$ cat config.mk
export PLATFORM = sky130hd
export DESIGN_NAME = boie_exec
export DESIGN_NICKNAME = d
export VERILOG_FILES = /design/src/boie_pkg.sv /design/src/boie_exec.sv /design/src/boie_decode.sv /design/src/boie_bit_alu.sv
export SDC_FILE = /design/constraint.sdc
export NUM_CORES = 1
export LEC_CHECK = 0
export BUFFER_PORTS_ARGS = -buffer_cell sky130_fd_sc_hd__buf_2
export CORE_ASPECT_RATIO = 0.6
export CORE_UTILIZATION = 40
export DETAILED_ROUTE_END_ITERATION = 12
export PLACE_DENSITY = 0.72
export SLEW_MARGIN = 20
export SYNTH_ARGS = -nofsm -noshare
export SYNTH_HDL_FRONTEND = slang
export SYNTH_SLANG_ARGS = --single-unit
$ cat constraint.sdc
create_clock -name clk -period 3.8 [get_ports clk]
set_clock_uncertainty 0.05 [all_clocks]
set_input_delay 0.76 -clock clk [delete_from_list [all_inputs] [get_ports clk]]
set_output_delay 0.76 -clock clk [all_outputs]
set_load 0.02 [all_outputs]
$ cat src/boie_pkg.sv
// Behaviour
// - Operands are a 3-bit bit number 0..7 and a 7-bit file address 0..127.
// - Word 01 00 bbb fffffff decodes as the bit clear operation.
// - Word 01 01 bbb fffffff decodes as the bit set operation.
// - Word 01 10 bbb fffffff decodes as test bit, skip if clear.
// - Bit clear forces the chosen bit to zero, other bits untouched.
// - Bit set forces the chosen bit to one, other bits untouched.
// - Clear and set take one cycle: decode, read, modify, write back.
// - Test decodes, reads, tests in Q3, does nothing in Q4, never writes.
// - Tested bit one: next instruction runs normally, test costs one cycle.
// - Tested bit zero: prefetched next instruction is discarded, replaced by no-op.
// - A taken skip makes the test two cycles, second cycle all no-op.
package boie_pkg;

  localparam int WORD_W = 14;
  localparam int ADDR_W = 7;
  localparam int BIT_W  = 3;
  localparam int DATA_W = 8;

  // Field positions within the program word
  localparam int CLS_HI = 13;
  localparam int CLS_LO = 12;
  localparam int OPC_HI = 11;
  localparam int OPC_LO = 10;
  localparam int BIT_HI = 9;
  localparam int BIT_LO = 7;
  localparam int ADR_HI = 6;
  localparam int ADR_LO = 0;

  // Encodings
  localparam logic [1:0] CLS_BITOP  = 2'h1;
  localparam logic [1:0] OPC_CLEAR  = 2'h0;
  localparam logic [1:0] OPC_SET    = 2'h1;
  localparam logic [1:0] OPC_TEST   = 2'h2;

  // Reset values
  localparam logic [DATA_W-1:0] DATA_RST = 8'h00;
  localparam logic [ADDR_W-1:0] ADDR_RST = 7'h00;

  typedef enum logic [1:0] {
    BOIE_OP_NONE,
    BOIE_OP_CLEAR,
    BOIE_OP_SET,
    BOIE_OP_TEST
  } boie_op_t;

  // Decoded instruction
  typedef struct packed {
    boie_op_t          op;
    logic [BIT_W-1:0]  bitSel;
    logic [ADDR_W-1:0] fileAddr;
  } boie_dec_t;

  // Register file write request
  typedef struct packed {
    logic              en;
    logic [ADDR_W-1:0] addr;
    logic [DATA_W-1:0] data;
  } boie_wr_t;

endpackage : boie_pkg

$ cat src/boie_exec.sv
`timescale 1ns/100ps
module boie_exec
  import boie_pkg::*;
(
  // Clock and reset
  input  wire logic              clk,
  input  wire logic              sys_rst,
  // Fetch path
  input  wire logic              instrValid,
  input  wire logic [WORD_W-1:0] instrWord,
  // Register file read port
  output logic      [ADDR_W-1:0] rdAddr,
  input  wire logic [DATA_W-1:0] rdData,
  // Register file write port
  output boie_wr_t               wrReq,
  // Flow control and phase
  output logic      [1:0]        qPhase,
  output logic                   skipNext,
  output logic                   nopCycle,
  output logic                   cycleDone,
  output logic                   busy
);

  typedef enum logic [1:0] {
    ST_IDLE,
    ST_EXEC,
    ST_FLUSH
  } boie_state_t;

  localparam logic [1:0] Q1 = 2'h0;
  localparam logic [1:0] Q2 = 2'h1;
  localparam logic [1:0] Q3 = 2'h2;
  localparam logic [1:0] Q4 = 2'h3;

  boie_state_t       state;
  boie_state_t       next_state;
  logic [1:0]        q;
  boie_dec_t         cur;
  logic [DATA_W-1:0] latched;
  logic              tested;
  boie_dec_t         decNow;
  logic [DATA_W-1:0] aluOut;
  logic              aluBit;

  // Decode of the incoming word happens combinationally in Q1
  boie_decode uDec (
    .word (instrWord),
    .dec  (decNow)
  );

  // Bit modify and bit test share one lane selector
  boie_bit_alu uAlu (
    .dataIn   (latched),
    .bitSel   (cur.bitSel),
    .op       (cur.op),
    .dataOut  (aluOut),
    .bitValue (aluBit)
  );

  wire logic startOp  = instrValid && (decNow.op != BOIE_OP_NONE);
  wire logic isWrite  = (cur.op == BOIE_OP_CLEAR) || (cur.op == BOIE_OP_SET);
  wire logic isTest   = (cur.op == BOIE_OP_TEST);
  wire logic lastQ    = (q == Q4);
  wire logic takeSkip = isTest && !tested;
  // Prefetched word taken at every cycle end, except the one a taken skip discards
  wire logic takeWord = lastQ && !((state == ST_EXEC) && takeSkip);

  // Phase sequencing: Q1 decode, Q2 read, Q3 process, Q4 write or no-op
  always_comb begin
    next_state = state;
    case (state)
      ST_IDLE: begin
        if (startOp && lastQ) begin
          next_state = ST_EXEC;
        end
      end
      ST_EXEC: begin
        if (lastQ && takeSkip) begin
          next_state = ST_FLUSH;
        end else if (lastQ) begin
          next_state = startOp ? ST_EXEC : ST_IDLE;
        end
      end
      ST_FLUSH: begin
        if (lastQ) begin
          next_state = startOp ? ST_EXEC : ST_IDLE;
        end
      end
      default: next_state = ST_IDLE;
    endcase
  end

  // Free-running quarter-cycle counter
  always_ff @(posedge clk or posedge sys_rst) begin
    if (sys_rst) begin
      q <= Q1;
    end else begin
      q <= q + 2'h1;
    end
  end

  // State and captured instruction; capture only at a cycle boundary
  always_ff @(posedge clk or posedge sys_rst) begin
    if (sys_rst) begin
      state <= ST_IDLE;
      cur   <= '{op: BOIE_OP_NONE, bitSel: '0, fileAddr: ADDR_RST};
    end else begin
      state <= next_state;
      if (takeWord) begin
        cur <= decNow;
      end
    end
  end

  // Q2 read, Q3 modify or test
  always_ff @(posedge clk or posedge sys_rst) begin
    if (sys_rst) begin
      latched <= DATA_RST;
      tested  <= 1'b1;
    end else if (state == ST_EXEC) begin
      if (q == Q2) begin
        latched <= rdData;
      end
      if (q == Q3) begin
        tested  <= aluBit;
      end
    end
  end

  // Next values of the registered outputs; write only for clear and set in Q4
  wire logic next_wrEn = (state == ST_EXEC) && isWrite && (q == Q3);
  wire logic next_skip = (next_state == ST_FLUSH);
  wire logic next_done = (q == Q3) && (state != ST_IDLE);
  wire logic next_busy = (next_state != ST_IDLE);

  // Register file side; data follows the modifier so it is ready at Q4
  always_ff @(posedge clk or posedge sys_rst) begin
    if (sys_rst) begin
      rdAddr <= ADDR_RST;
      wrReq  <= '{en: 1'b0, addr: ADDR_RST, data: DATA_RST};
    end else begin
      rdAddr <= cur.fileAddr;
      wrReq  <= '{en: next_wrEn, addr: cur.fileAddr, data: aluOut};
    end
  end

  // Phase mirror, flow control and status
  always_ff @(posedge clk or posedge sys_rst) begin
    if (sys_rst) begin
      qPhase    <= Q1;
      skipNext  <= 1'b0;
      nopCycle  <= 1'b0;
      cycleDone <= 1'b0;
      busy      <= 1'b0;
    end else begin
      qPhase    <= q + 2'h1;
      skipNext  <= next_skip;
      nopCycle  <= next_skip;
      cycleDone <= next_done;
      busy      <= next_busy;
    end
  end

endmodule : boie_exec

$ cat src/boie_decode.sv
`timescale 1ns/100ps
module boie_decode
  import boie_pkg::*;
(
  // Program word in
  input  wire logic [WORD_W-1:0] word,
  // Decoded fields out
  output boie_dec_t              dec
);

  wire logic [1:0] cls = word[CLS_HI:CLS_LO];
  wire logic [1:0] opc = word[OPC_HI:OPC_LO];

  // Only class 01 is ours; opcode 11 belongs to another group
  assign dec.op       = (cls != CLS_BITOP) ? BOIE_OP_NONE :
                        (opc == OPC_CLEAR) ? BOIE_OP_CLEAR :
                        (opc == OPC_SET)   ? BOIE_OP_SET :
                        (opc == OPC_TEST)  ? BOIE_OP_TEST :
                        BOIE_OP_NONE;
  assign dec.bitSel   = word[BIT_HI:BIT_LO];
  assign dec.fileAddr = word[ADR_HI:ADR_LO];

endmodule : boie_decode

$ cat src/boie_bit_alu.sv
`timescale 1ns/100ps
module boie_bit_alu
  import boie_pkg::*;
(
  // Operands
  input  wire logic [DATA_W-1:0] dataIn,
  input  wire logic [BIT_W-1:0]  bitSel,
  input  boie_op_t               op,
  // Results
  output logic      [DATA_W-1:0] dataOut,
  output logic                   bitValue
);

  wire logic [DATA_W-1:0] mask = {{(DATA_W-1){1'b0}}, 1'b1} << bitSel;

  // Only the selected lane changes; no carry or zero logic exists here
  assign dataOut  = (op == BOIE_OP_CLEAR) ? (dataIn & ~mask) :
                    (op == BOIE_OP_SET)   ? (dataIn | mask) :
                    dataIn;
  assign bitValue = dataIn[bitSel];

endmodule : boie_bit_alu

======== Yosys cells after proc, flatten, opt, wreduce, memory -nomap -nowiden ========
Cells that the tools add are included.
cells by class
  $add $sub $neg .......................... 1
  reductions and logical operators ........ 19
  muxes and demuxes ....................... 13
  div/mod/pow operators ................... 0
  shift-type cells ........................ 1
  equality and inequality tests ........... 12
  order comparisons ....................... 1
  bitwise logic cells ..................... 3
  multipliers ............................. 0
operators by type and width
  operator                                              count
  two-way mux 8 bit                                     2
  equality test 2 bit (second input constant)           7
  two-way mux 2 bit                                     7
  logical AND 1 bit                                     9
  AND 8 bit                                             1
  equality test 2 x 1 -> 1 bit (second input constant)  4
  inverter 8 bit                                        1
  OR 8 bit                                              1
  left shift 1 x 3 -> 8 bit (first input constant)      1
  case mux 2 bit (3 select lines)                       1
  nonzero test 2 bit                                    3
  zero test 2 bit                                       2
  < comparator 3 x 4 -> 1 bit (second input constant)   1
  AND reduction 2 bit                                   2
  binary-select mux 1 bit (select 3 bit)                1
  adder 2 x 1 -> 2 bit (second input constant)          1
  zero test 1 bit                                       2
  two-way mux 1 bit                                     2
  != test 2 x 1 -> 1 bit (second input constant)        1
  logical OR 1 bit                                      1
storage, ports and cells
  RAM bits ................................ 0
  memory bits (read-only) ................. 0
  memories kept ........................... 0
  output and inout port bits .............. 29
  latch bits .............................. 0
  flip-flop bits (word level) ............. 44
  input port bits ......................... 25
  word-level logic and storage cells ...... 63

======== Depth between registers and ports, before layout ========
Gate-level depths: netlist of the first run.
  depth in word-level cells ............... 12
  gate-level depth with buffers ........... 6
  gate-level depth less buffers ........... 5

======== By module ========
From an unflattened synthesis of the first run, not the netlist that was laid out.
unflattened totals
  cells, all modules ...................... 165
  area, all modules ....................... 2049.5 um2
by module, submodules not included
  module        seq. area each (um2)  cells each  area an instance (um2)  times used
  boie_exec     1102.3                99          1626.6                  1
  boie_bit_alu  0.0                   49          290.3                   1
  boie_decode   0.0                   17          132.6                   1

======== Worst setup path after synthesis of the first run ========
OpenSTA, ideal clock, no wires.
  path kind ............................... input -> register
  start point ............................. input port instrWord[10]
  end point ............................... register state[0]
  stages on the path ...................... 5
  required time ........................... 3.620 ns
  setup slack ............................. 1.960 ns
  buffers on the path ..................... 0
  library setup time ...................... 0.130 ns
  data arrival time ....................... 1.660 ns
  path through ............................ inv_1 -> ha_1 -> o311a_1 -> a31oi_1 -> o22ai_1
between the ends
  word-level cells in the longest chain between the ends .. 11
  elaborated cells between the ends (all ways) .. 15
  those cells by class .................... 2 x eq/ne; 9 x mux; 4 x reduce/logical
ends and longest elaborated chain
  item                               line                              text
  start: declaration                 boie_exec.sv:10                   input wire logic [WORD_W-1:0] instrWord,
  equality test 2 bit                boie_decode.sv:18                 (opc == OPC_TEST) ? BOIE_OP_TEST :
  two-way mux 2 bit                  boie_decode.sv:18
  two-way mux 2 bit                  boie_decode.sv:17                 (opc == OPC_SET) ? BOIE_OP_SET :
  two-way mux 2 bit *                boie_decode.sv:16                 (opc == OPC_CLEAR) ? BOIE_OP_CLEAR :
  two-way mux 2 bit *                boie_decode.sv:15                 assign dec.op = (cls != CLS_BITOP) ? BOIE_OP_NONE :
  nonzero test 2 bit *               boie_exec.sv:60                   wire logic startOp = instrValid && (decNow.op != BOIE_OP_NONE);
  logical AND 1 bit *                boie_exec.sv:60
  two-way mux 1 bit                  boie_exec.sv:81, boie_exec.sv:86
  two-way mux 2 bit                  boie_exec.sv:80, boie_exec.sv:85
  two-way mux 2 bit                  boie_exec.sv:78                   if (lastQ && takeSkip) begin
  case mux 2 bit (3 select lines) *  boie_exec.sv:71                   case (state)
  via next_state[0]                  boie_exec.sv:36                   boie_state_t next_state;
  end signal: assignment             boie_exec.sv:108                  state <= next_state;
  end: declaration                   boie_exec.sv:35                   boie_state_t state;
The timed path passes the listed nets; every way through them passes the cells marked *.
A chain may end at the register's enable or synchronous reset.

======== Worst setup path in the final report of the first run ========
  start point ............................. register cur[10] (netlist name)
  end point ............................... register cur[4] (netlist name)
between the ends
  word-level cells in the longest chain between the ends .. 5
ends and longest elaborated chain
  item                      line              text
  start: declaration        boie_exec.sv:38   boie_dec_t cur;
  start signal: assignment  boie_exec.sv:106  cur <= '{op: BOIE_OP_NONE, bitSel: '0, fileAddr: ADDR_RST};
  start signal: assignment  boie_exec.sv:110  cur <= decNow;
  equality test 2 bit       boie_exec.sv:62   wire logic isTest = (cur.op == BOIE_OP_TEST);
  logical AND 1 bit         boie_exec.sv:64   wire logic takeSkip = isTest && !tested;
  logical AND 1 bit         boie_exec.sv:66   wire logic takeWord = lastQ && !((state == ST_EXEC) && takeSkip);
  zero test 1 bit           boie_exec.sv:66
  logical AND 1 bit         boie_exec.sv:66
No other way between the ends.

==> impl_results.md, run 1 <==
- Endpoints failing hold: 0
- Flop2flop setup slack: 2040 ps
- CP Launch Type: flip-flop
- Ys Warns: 0
- First-pass GRT wire length: 5380 microns
- Clock Path Buffers: 2
- Worst path bufs/invs: 0
- Number of gates resized after CTS: 0
- DR pass1 iterations: 4
- Setup violators final: 0
- Clock Tree Root: clkbuf_8
- Number of buffers created by CTS: 5
- Critical Path, Cell by Cell: ha_1 -> nand2b_1 -> o21ai_4 -> mux2_2
- Clock Latency Late Sink: 280 ps
- RSZ-0062 raised after global routing: false
- Initial Util: 0.420
- Post-synthesis net count: 183
- Post-Syn Area: 1940 sq um
- Clock Sinks: 44
- DRT Wirelength: 3280 microns
- Yosys reg bits: 44
- Top delay family on crit path: compound AO/OA/AOI/OAI gates
- Total Negative Setup Slacks: 0 ps
- Dpl hpwl: 2410 microns
- CTS tree: built
- CTS clk-pin slew, worst paths: 70 ps
- P_sw: 274 uW
- Antenna-violating nets left: 0
- Die height: 55.9 microns
- Initial antenna violation count: 0
- Final core occ: 0.490
- Final worst path period share: 0.462
- Full die area: 5130 sq um
- # IOs: 54
- Critical Path AT: 1880 ps
- Residual DRC count: 0
- Via-to-Cell Ratio: 4.80
- DIE WIDTH: 91.8 microns
- Core area: 4610 sq um
- Power Internal: 734 uW
- WP data required: 3920 ps
- Status: completed
- Layout area overhead: 16.7%
- Sequential Power Share: 0.559
- Min-delay worst type: flip-flop to flip-flop
- Max-cap violations: 0
- Slew Limit Fails: 0
- CP max stage cell: o21ai_4
- Largest net degree at the start of global routing: 45
- Vias: 1253
- Max transition margin: 0.610
- # diodes: 0
- Port-buffer cells: 53
- Max Freq: 569 MHz
- GRT Total Usage: 0.138
- CP Max Fanout: 16
- Static Leak: 0.00112 uW
- Per-cell routed wire length: 12.6 microns
- Share of cells above drive strength 1: 0.419
- Number of global-route vias before repair: 1156
- FP Rows: 19
- Element type at the critical path end: flip-flop
- Cell count after synthesis: 150
- Fillers: 452
- Nets: 231
- Postcts setup bufs: 0
- Combinational power share: 0.179
- Post-Syn Area per Cell: 12.9 sq um
- Minimum clock period after layout: 1760 ps
- Slew @ Worst Pin: 582 ps
- Share of synthesized area occupied by flip-flops and latches: 0.569
- Worst VDD drop: 0.203 mV
- Cell Pwr Density: 446 nW/um^2
- CP Class: flip-flop to flip-flop
- GP Congestion: 0.722
- DR iter-0 viols: 77
- Switching Share: 0.272
- Grt ovf: 0
- CTS Hold Buffers Added: 0
- Slowest stage delay, CP: 500 ps
- Number of distinct library cells after synthesis: 30
- Clock share of power: 0.262
- H-tree Lvls: 2
[per-layer routing]
metal | global-route usage | vias up | routed length [microns]
li1 | - | 610 | -
met1 | 0.202 | 581 | 1690
met2 | 0.187 | 59 | 1270
met3 | 0.0533 | 3 | 300
met4 | 0.0424 | 0 | 25
met5 | 0 | - | 0
[synth_stat cells]
cell | number | area (sq um)
buf_12 | 1 | 20.0
o21bai_1 | 1 | 7.51
nand3_1 | 2 | 10.0
buf_4 | 8 | 60.1
o21ai_0 | 4 | 20.0
nor2b_1 | 7 | 43.8
nor2_1 | 4 | 15.0
buf_6 | 1 | 11.3
dfrtp_1 | 43 | 1080
ha_1 | 8 | 100
and2b_2 | 1 | 8.76
inv_1 | 9 | 33.8
a222oi_1 | 1 | 10.0
o311a_1 | 1 | 10.0
mux2_4 | 4 | 60.1
a31oi_1 | 9 | 56.3
o22ai_1 | 1 | 6.26
nand2b_1 | 1 | 6.26
a21oi_1 | 6 | 30.0
a22oi_1 | 1 | 7.51
a41oi_1 | 2 | 17.5
nand2_1 | 8 | 30.0
buf_2 | 3 | 15.0
mux2i_1 | 4 | 40.0
o21ai_4 | 1 | 16.3
o211a_1 | 2 | 20.0
dfstp_2 | 1 | 26.3
nand2_2 | 1 | 6.26
mux2_2 | 14 | 158
nand2b_4 | 1 | 13.8
[cell families (layout without fill, tap and decap cells)]
| logic type | after synthesis | in the layout | share of synthesized area |
|---|---|---|---|
| AO/OA/AOI/OAI | 29 | 29 | 0.104 |
| multiplexers | 22 | 22 | 0.133 |
| AND/OR/NAND/NOR | 25 | 25 | 0.0692 |
| buffers and inverters | 22 | 70 | 0.0724 |
| flip-flops | 44 | 44 | 0.569 |
| adder cells (fa/ha/maj) | 8 | 8 | 0.0517 |
[path summary, 6_finish.rpt]
path | from | endpoint | depth (start not counted)
worst max register to register | cur[10]$_DFFE_PP0P_ | cur[4]$_DFFE_PP0P_ | 4
worst min register to register | cur[4]$_DFFE_PP0P_ | wrReq[12]$_DFF_PP0_ | 0
max in group asynchronous | sys_rst | cur[6]$_DFFE_PP0P_ | 3
worst min-delay path | cur[4]$_DFFE_PP0P_ | wrReq[12]$_DFF_PP0_ | 0
min in group asynchronous | sys_rst | cur[5]$_DFFE_PP0P_ | 3
worst max-delay path | cur[10]$_DFFE_PP0P_ | cur[4]$_DFFE_PP0P_ | 4
[power by group through the flow]
| stage | clock network (uW) | registers (uW) | logic (uW) |
|---|---|---|---|
| 4_1_cts | 280 | 563 | 182 |
| 3_3_place_gp | 0 | 571 | 180 |
| 6_report | 264 | 564 | 180 |
| 5_1_grt | 295 | 571 | 198 |
| 3_5_place_dp | 0 | 573 | 182 |
| 2_1_floorplan | 0 | 595 | 102 |
[area by class of cell]
cell class | count | area (sq um) | area share
clock inverters | 1 | 5.00 | 0.00222
multi-input cells | 84 | 693 | 0.307
repair buffers | 54 | 273 | 0.121
clock buffers | 6 | 72.6 | 0.0321
well taps | 63 | 78.8 | 0.0349
inverters | 9 | 33.8 | 0.0150
flip-flops and latches | 44 | 1100 | 0.488
[registers in the layout, indices dropped and copies added (netlist names)]
register / count
busy: 1
cur: 12
cycleDone: 1
latched: 8
nopCycle: 1
qPhase: 2
state: 2
tested: 1
wrReq: 16
[cells in the final DEF (no fill, tap or decap), drive strengths merged]
cell type / count
nand2: 9
ha: 8
a21oi: 6
o311a: 1
nor2b: 7
nor2: 4
dfstp: 1
mux2i: 4
mux2: 18
nand3: 2
o21ai: 5
o21bai: 1
a41oi: 2
inv: 8
nand2b: 2
o22ai: 1
buf: 54
and2b: 1
clkbuf: 6
o211a: 2
clkinv: 2
a222oi: 1
dfrtp: 43
a31oi: 9
a22oi: 1
[through the flow]
| step | std cells | setup WS (ps) | hold slack (ps) | cell area, sq um | power, uW |
|---|---|---|---|---|---|
| 2_1_floorplan | 150 | 1960 | 299 | 1940 | 697 |
| 3_3_place_gp | 254 | 1850 | 306 | 2180 | 751 |
| 3_5_place_dp | 254 | 1820 | 313 | 2180 | 755 |
| 4_1_cts | 261 | 2030 | 326 | 2260 | 1030 |
| 5_1_grt | 261 | 1920 | 331 | 2260 | 1060 |
| 6_report | 261 | 2040 | 321 | 2260 | 1010 |
Power figures use the tool's default switching activity.
==> run 2, diff against run 1 <==
--- a/config.mk
+++ b/config.mk
@@ -5,6 +5,7 @@
 export SDC_FILE = /design/constraint.sdc
 export NUM_CORES = 1
 export LEC_CHECK = 0
+export ABC_AREA = 1
 export BUFFER_PORTS_ARGS = -buffer_cell sky130_fd_sc_hd__buf_2
 export CORE_ASPECT_RATIO = 0.6
 export CORE_UTILIZATION = 40
==> constraint.sdc (replaced) <==
create_clock -name clk -period 1.7 [get_ports clk]
set_clock_uncertainty 0.05 [all_clocks]
set_input_delay 0.34 -clock clk [delete_from_list [all_inputs] [get_ports clk]]
set_output_delay 0.34 -clock clk [all_outputs]
set_load 0.02 [all_outputs]
==> impl_results.md, run 2 <==
- Status: complete, but fails checks
- Failing checks: negative hold slack
- CTS clk-pin slew, worst paths: 90 ps (+20 ps)
- Commonest cells in the netlist: 56 x nand2_1, 43 x dfrtp_1, 27 x inv_1
- H-tree Lvls: 2 (unchanged)
- Slowest stage delay, CP: 410 ps (-90 ps)
- FP Rows: 19 (unchanged)
- # diodes: 0 (unchanged)
- Max FFs per register: 16 (unchanged)
- Total Negative Setup Slacks: 0 ps (unchanged)
- FF/Latch Area: 1100 sq um (unchanged)
- Top Registers: wrReq: 16 flops, cur: 12 flops, latched: 8 flops
- # IOs: 54 (unchanged)
- Critical Path, Cell by Cell: ha_1 -> inv_1 -> nor2_1 -> nand2_1 -> nand2_2 -> inv_2 -> nand2_1 -> o21ai_1
- Post-synthesis net count: 235 (+28%)
- Number of buffers created by CTS: 5 (unchanged)
- P_sw: 676 uW (+150%)
- Total Power: 2450 uW (+140%)
- Worst VDD drop: 0.482 mV (+140%)
- Clock Tree Root: clkbuf_8
- Final worst path period share: 0.864 (+0.402)
- CP most frequent cell: nand2_1
- Fillers: 464 (+2.7%)
- EDFF count, synth: 0 (unchanged)
- Most frequent cells in the layout: 56 x nand2_1, 53 x buf_2, 43 x dfrtp_1
- Critical Path Source: cur[10]$_DFFE_PP0P_
- Max Freq: 680 MHz (+20%)
- Port-buffer cells: 53 (unchanged)
- RSZ-0062 raised after global routing: false
- Layout area overhead: 19.7%
- Number of distinct library cells after synthesis: 24 (-20%)
- First-pass GRT wire length: 6170 microns (+15%)
- Worst hold slack: -0.833 ps (-322 ps)
- Dpl hpwl: 2670 microns (+11%)
- Top_reg_cell synth: dfrtp_1
- Element type at the critical path end: flip-flop
- DRT Wirelength: 3600 microns (+9.8%)
- Most frequent cell after synthesis: nand2_1
- Minimum clock period after layout: 1470 ps (-287 ps)
- Critical Path AT: 1660 ps (-220 ps)
- Clock share of power: 0.334 (+0.072)
- Cell Pwr Density: 1050 nW/um^2 (+140%)
- Yosys reg bits: 44 (unchanged)
- Nets: 284 (+23%)
- Grt ovf: 0 (unchanged)
- Final core occ: 0.505 (+0.0155)
- Slew Limit Fails: 0 (unchanged)
- WP data required: 1900 ps (-2020 ps)
- Clock Latency Late Sink: 310 ps (+30 ps)
- Synth area leaders: dfrtp_1 55%, nand2_1 11%, inv_1 5.2%
- Antenna-violating nets left: 0 (unchanged)
- DIE WIDTH: 92.0 microns (+0.25%)
- Postcts setup bufs: 0 (unchanged)
- Multi-input gate area: 639 sq um (-7.8%)
- Vias: 1406 (+12%)
- DR pass1 iterations: 4 (unchanged)
- Max transition margin: 0.799 (+0.189)
- Per-cell routed wire length: 11.4 microns (-9.0%)
- Endpoints failing hold: 1 (+1)
- Share of cells above drive strength 1: 0.290 (-0.130)
- CP max stage cell: dfrtp_1
- Largest net degree at the start of global routing: 45 (unchanged)
- Power Internal: 1780 uW (+140%)
- Sequential Power Share: 0.503 (-0.056)
- Post-Syn Area per Cell: 9.63 sq um (-25%)
- Core area: 4610 sq um (unchanged)
- Combinational power share: 0.163 (-0.016)
- Setup violators final: 0 (unchanged)
- Slew @ Worst Pin: 301 ps (-281 ps)
- Share of the synthesized area in the top cell type: 0.553 (-0.00286)
- Max-cap violations: 0 (unchanged)
- Biggest register: wrReq
- CTS Hold Buffers Added: 0 (unchanged)
- Cell count after synthesis: 202 (+35%)
- CP Class: flip-flop to flip-flop
- Die height: 56.0 microns (+0.24%)
- CP Launch Type: flip-flop
- Min-delay worst type: input port to asynchronous set/reset pin
- Most common cell after layout, fill and taps aside: nand2_1
- CP Max Fanout: 13 (-3)
- Number of global-route vias before repair: 1266 (+9.5%)
- Clock Path Buffers: 2 (unchanged)
- Ys Warns: 0 (unchanged)
- Post-synth ARST share: 1.00 (unchanged)
- Clock Sinks: 44 (unchanged)
- Initial antenna violation count: 0 (unchanged)
- Number of gates resized after CTS: 0 (unchanged)
- Share of synthesized area occupied by flip-flops and latches: 0.567 (-0.00293)
- GRT Total Usage: 0.160 (+0.0226)
- Yosys top cell by area: dfrtp_1
- CTS tree: built
- Worst R2R Start: cur[10]$_DFFE_PP0P_
- Via-to-Cell Ratio: 4.46 (-7.0%)
- GP Congestion: 0.830 (+15%)
- Residual DRC count: 0 (unchanged)
- Post-Syn Area: 1950 sq um (+0.52%)
- DR iter-0 viols: 94 (+22%)
- Static Leak: 0.00126 uW (+13%)
- Initial Util: 0.422 (+0.00217)
- Switching Share: 0.276 (+0.00423)
- Full die area: 5160 sq um (+0.49%)
## run 2: changes by cell type in the layout (fill, tap and decap cells not counted), moves of 4 or more
cell     change
a31oi_1      -9
mux2i_1      -4
nor2b_1      -7
o21a_1       +4
inv_1       +18
nor2_1       +5
nand2_1     +48
nand3_1      +4
mux2_2      -13
## run 2: path summary, 6_finish.rpt
| check | end | slack (ps) | cells past startpoint |
|---|---|---|---|
| max reg2reg | cur[8]$_DFFE_PP0P_ | 230 | 8 |
| max | cur[8]$_DFFE_PP0P_ | 230 | 8 |
| max in group asynchronous | tested$_DFFE_PP1P_ | 1330 | 3 |
| min | cur[8]$_DFFE_PP0P_ | -0.8 | 3 |
| min reg2reg | wrReq[14]$_DFF_PP0_ | 340 | 0 |
| min in group clk | cur[6]$_DFFE_PP0P_ | 170 | 3 |
## run 2: cell families after synthesis
kind of cell	synth area share
and+or+nand+nor	0.165
DFF	0.567
muxes	0.0367
AOI/OAI and AO/OA	0.0759
adders and majority gates	0.0514
buffers and inverters	0.105
## run 2: stage by stage
step                      area, sq um  cells  setup slack (ps)
after CTS                        2330    315               235
after floorplan                  1950    202               281
after global placement           2210    307               294
after detailed placement         2210    307               263
final                            2330    315               230
after global routing             2330    315              39.2
## run 2: cell type report
type,instances,share of cell area
Sequential cell,44,0.473
Clock buffer,5,0.0295
Tap cell,63,0.0338
Timing Repair Buffer,54,0.122
Multi-Input combinational cell,117,0.274
Inverter,29,0.0467
Clock inverter,3,0.0199
## run 2: metal layers
layer | wire length (microns) | global-route usage
met4 | 50 | 0.0536
met3 | 278 | 0.0560
met2 | 1340 | 0.201
met1 | 1940 | 0.249
met5 | 0 | 0
## run 2: critical path: cells and delay by family, from the launching register on
family | cells | cell delay (ps)
AO/OA/AOI/OAI | 1 | 70
adder cells (fa/ha/maj) | 1 | 230
buffers and inverters | 2 | 290
flip-flops | 1 | 410
AND/OR/NAND/NOR | 4 | 340
## run 2: power by group through the flow
stage	clock, uW	sequential (uW)	combinational [uW]
after floorplan	0	1310	215
after global placement	0	1250	398
after detailed placement	0	1250	403
after CTS	840	1230	405
after global routing	886	1250	447
final	818	1230	400
==> run 3, diff against run 2 <==
--- a/config.mk
+++ b/config.mk
@@ -11,6 +11,7 @@
 export CORE_UTILIZATION = 40
 export DETAILED_ROUTE_END_ITERATION = 12
 export PLACE_DENSITY = 0.72
+export SETUP_SLACK_MARGIN = 0.5
 export SLEW_MARGIN = 20
 export SYNTH_ARGS = -nofsm -noshare
 export SYNTH_HDL_FRONTEND = slang
==> impl_results.md, run 3 (synthesized netlist as in run 2, its figures left out) <==
- Status: complete, but fails checks
- Post-Place Cell Area: 2240 sq um (+0.96%)
- DRT Wirelength: 3960 microns (+9.9%)
- Nets: 302 (+6.3%)
- Failing checks: negative hold slack
- Number of global-route vias before repair: 1422 (+12%)
- Final worst path period share: 0.787 (-0.0779)
- CP Launch Type: flip-flop
- Fillers: 401 (-14%)
- Full die area: 5160 sq um (unchanged)
- RSZ-0062 raised after global routing: true
- Cell Pwr Density: 942 nW/um^2 (-11%)
- Port-buffer cells: 53 (unchanged)
- Layout area overhead: 42.4%
- CTS tree: built
- Per-cell routed wire length: 11.9 microns (+3.9%)
- Grt ovf: 0 (unchanged)
- Worst path bufs/invs: 2 (unchanged)
- Die height: 56.0 microns (unchanged)
- GP Congestion: 0.848 (+2.2%)
- Static Leak: 0.00140 uW (+11%)
- Top Registers: wrReq: 16 flops, cur: 12 flops, latched: 8 flops
- Dpl hpwl: 2770 microns (+3.6%)
- WP data required: 1890 ps (about the same)
- Clock Path Buffers: 2 (unchanged)
- Share of cells above drive strength 1: 0.441 (+0.151)
- GRT Total Usage: 0.172 (+0.0122)
- Metal-1 WL: 2010 microns (+3.7%)
- CP most frequent cell: nand2_2
- CP Max Fanout: 7 (-6)
- Slew @ Worst Pin: 448 ps (+146 ps)
- DIE WIDTH: 92.0 microns (unchanged)
- Element type at the critical path end: flip-flop
- Residual DRC count: 0 (unchanged)
- CTS clk-pin slew, worst paths: 90 ps (about the same)
- Biggest register: wrReq
- Clock Tree Root: clkbuf_8
- Vias: 1484 (+5.5%)
- Endpoints failing hold: 12 (+11)
- Setup violators final: 0 (unchanged)
- DR iter-0 viols: 70 (-26%)
- Slew Limit Fails: 0 (unchanged)
- Number of buffers created by CTS: 5 (unchanged)
- Worst VDD drop: 0.439 mV (-8.9%)
- Slowest stage delay, CP: 390 ps (-20 ps)
- Post-route cell area: 2770 sq um (+19%)
- # diodes: 0 (unchanged)
- Critical Path, Cell by Cell: ha_2 -> inv_2 -> nor2_2 -> nand2_2 -> nand2_4 -> o211ai_1 -> buf_4 -> nand2_2
- Largest net degree at the start of global routing: 26 (-42%)
- FP Rows: 19 (unchanged)
- Max-cap violations: 0 (unchanged)
- Core area: 4610 sq um (unchanged)
- H-tree Lvls: 2 (unchanged)
- Top delay family on crit path: flip-flops
- Clock Latency Late Sink: 300 ps (about the same)
- Critical Path AT: 1530 ps (-130 ps)
- Via-to-Cell Ratio: 4.46 (-0.16%)
- Max transition margin: 0.701 (-0.0980)
- Clock Sinks: 44 (unchanged)
- Worst R2R Start: cur[10]$_DFFE_PP0P_
- Max Freq: 748 MHz (+9.9%)
- Critical Path Source: cur[10]$_DFFE_PP0P_
- Max FFs per register: 16 (unchanged)
- Met3 wire len: 225 microns (-19%)
- Min-delay worst type: input port to asynchronous set/reset pin
- First-pass GRT wire length: 6760 microns (+9.5%)
- Initial Util: 0.422 (unchanged)
- # IOs: 54 (unchanged)
- CP Class: flip-flop to flip-flop
- CTS Hold Buffers Added: 0 (unchanged)
- Routed met2 length: 1680 microns (+26%)
- Initial antenna violation count: 0 (unchanged)
- Most common cell after layout, fill and taps aside: nand2_1
- Total Negative Setup Slacks: 0 ps (unchanged)
- Worst hold slack: -8.00 ps (-7.17 ps)
- CP max stage cell: dfrtp_1
- Max layer used: met4
- Most frequent cells in the layout: 53 x nand2_1, 38 x dfrtp_1, 30 x buf_6
- DR pass1 iterations: 4 (unchanged)
- Antenna-violating nets left: 0 (unchanged)
- Minimum clock period after layout: 1340 ps (-132 ps)
-- run 3: cell count changes in the layout (fill, tap and decap cells not counted), moves of 5 or more --
| cell | previous run | this run |
|---|---|---|
| dfrtp_1 | 43 | 38 |
| o21ai_0 | 7 | 2 |
| buf_2 | 53 | 24 |
| dfrtp_2 | 0 | 5 |
| buf_4 | 0 | 17 |
| inv_1 | 26 | 19 |
| buf_6 | 0 | 30 |
-- run 3: final timing paths --
kind | to | slack, ps | depth (start not counted)
worst max-delay path | busy$_DFF_PP0_ | 360 | 8
worst min-delay path | wrReq[4]$_DFF_PP0_ | -8 | 2
worst max register to register | busy$_DFF_PP0_ | 360 | 8
worst min register to register | wrReq[12]$_DFF_PP0_ | 330 | 0
max in group asynchronous | tested$_DFFE_PP1P_ | 1080 | 3
min in group clk | cur[0]$_DFFE_PP0P_ | 180 | 3
-- run 3: layout make-up --
cell class                 count  area, sq um  area share
clock inverter                 3         46.3      0.0167
inverter                      29          123      0.0443
multi-input combinational    117          739       0.267
sequential                    44         1110       0.400
timing repair buffer          72          606       0.219
tap                           63         78.8      0.0285
clock buffer                   5         68.8      0.0248
-- run 3: per-layer routing --
metal  GRT usage  up-vias
li1            -      755
met1       0.258      682
met2       0.243       42
met3      0.0437        5
met4      0.0536        0
met5           0        -
-- run 3: report_power, final --
group,total (uW),internal [uW],switching (uW)
clock,827,443,384
sequential,1250,1170,82.0
combinational,531,271,260
total,2610,1880,727
-- run 3: timing repair --
action | in CTS | in global routing
endpoints found under the setup margin | 58 | 59
cloned | 0 | 0
pin swaps | 6 | 8
gates resized for setup | 78 | 18
buffers inserted | 11 | 7
-- run 3: per-stage QoR --
step | hold WS, ps | setup slack, ps | power [uW] | util | cells
after floorplan | 294 | 405 | 1520 | - | 202
after global placement | 319 | 332 | 1650 | 0.485 | 307
after CTS | 5.48 | 388 | 2610 | 0.580 | 326
after detailed placement | 312 | 223 | 1660 | 0.485 | 307
after global routing | 12.1 | 289 | 2760 | 0.601 | 333
final | -8.00 | 363 | 2610 | 0.601 | 333
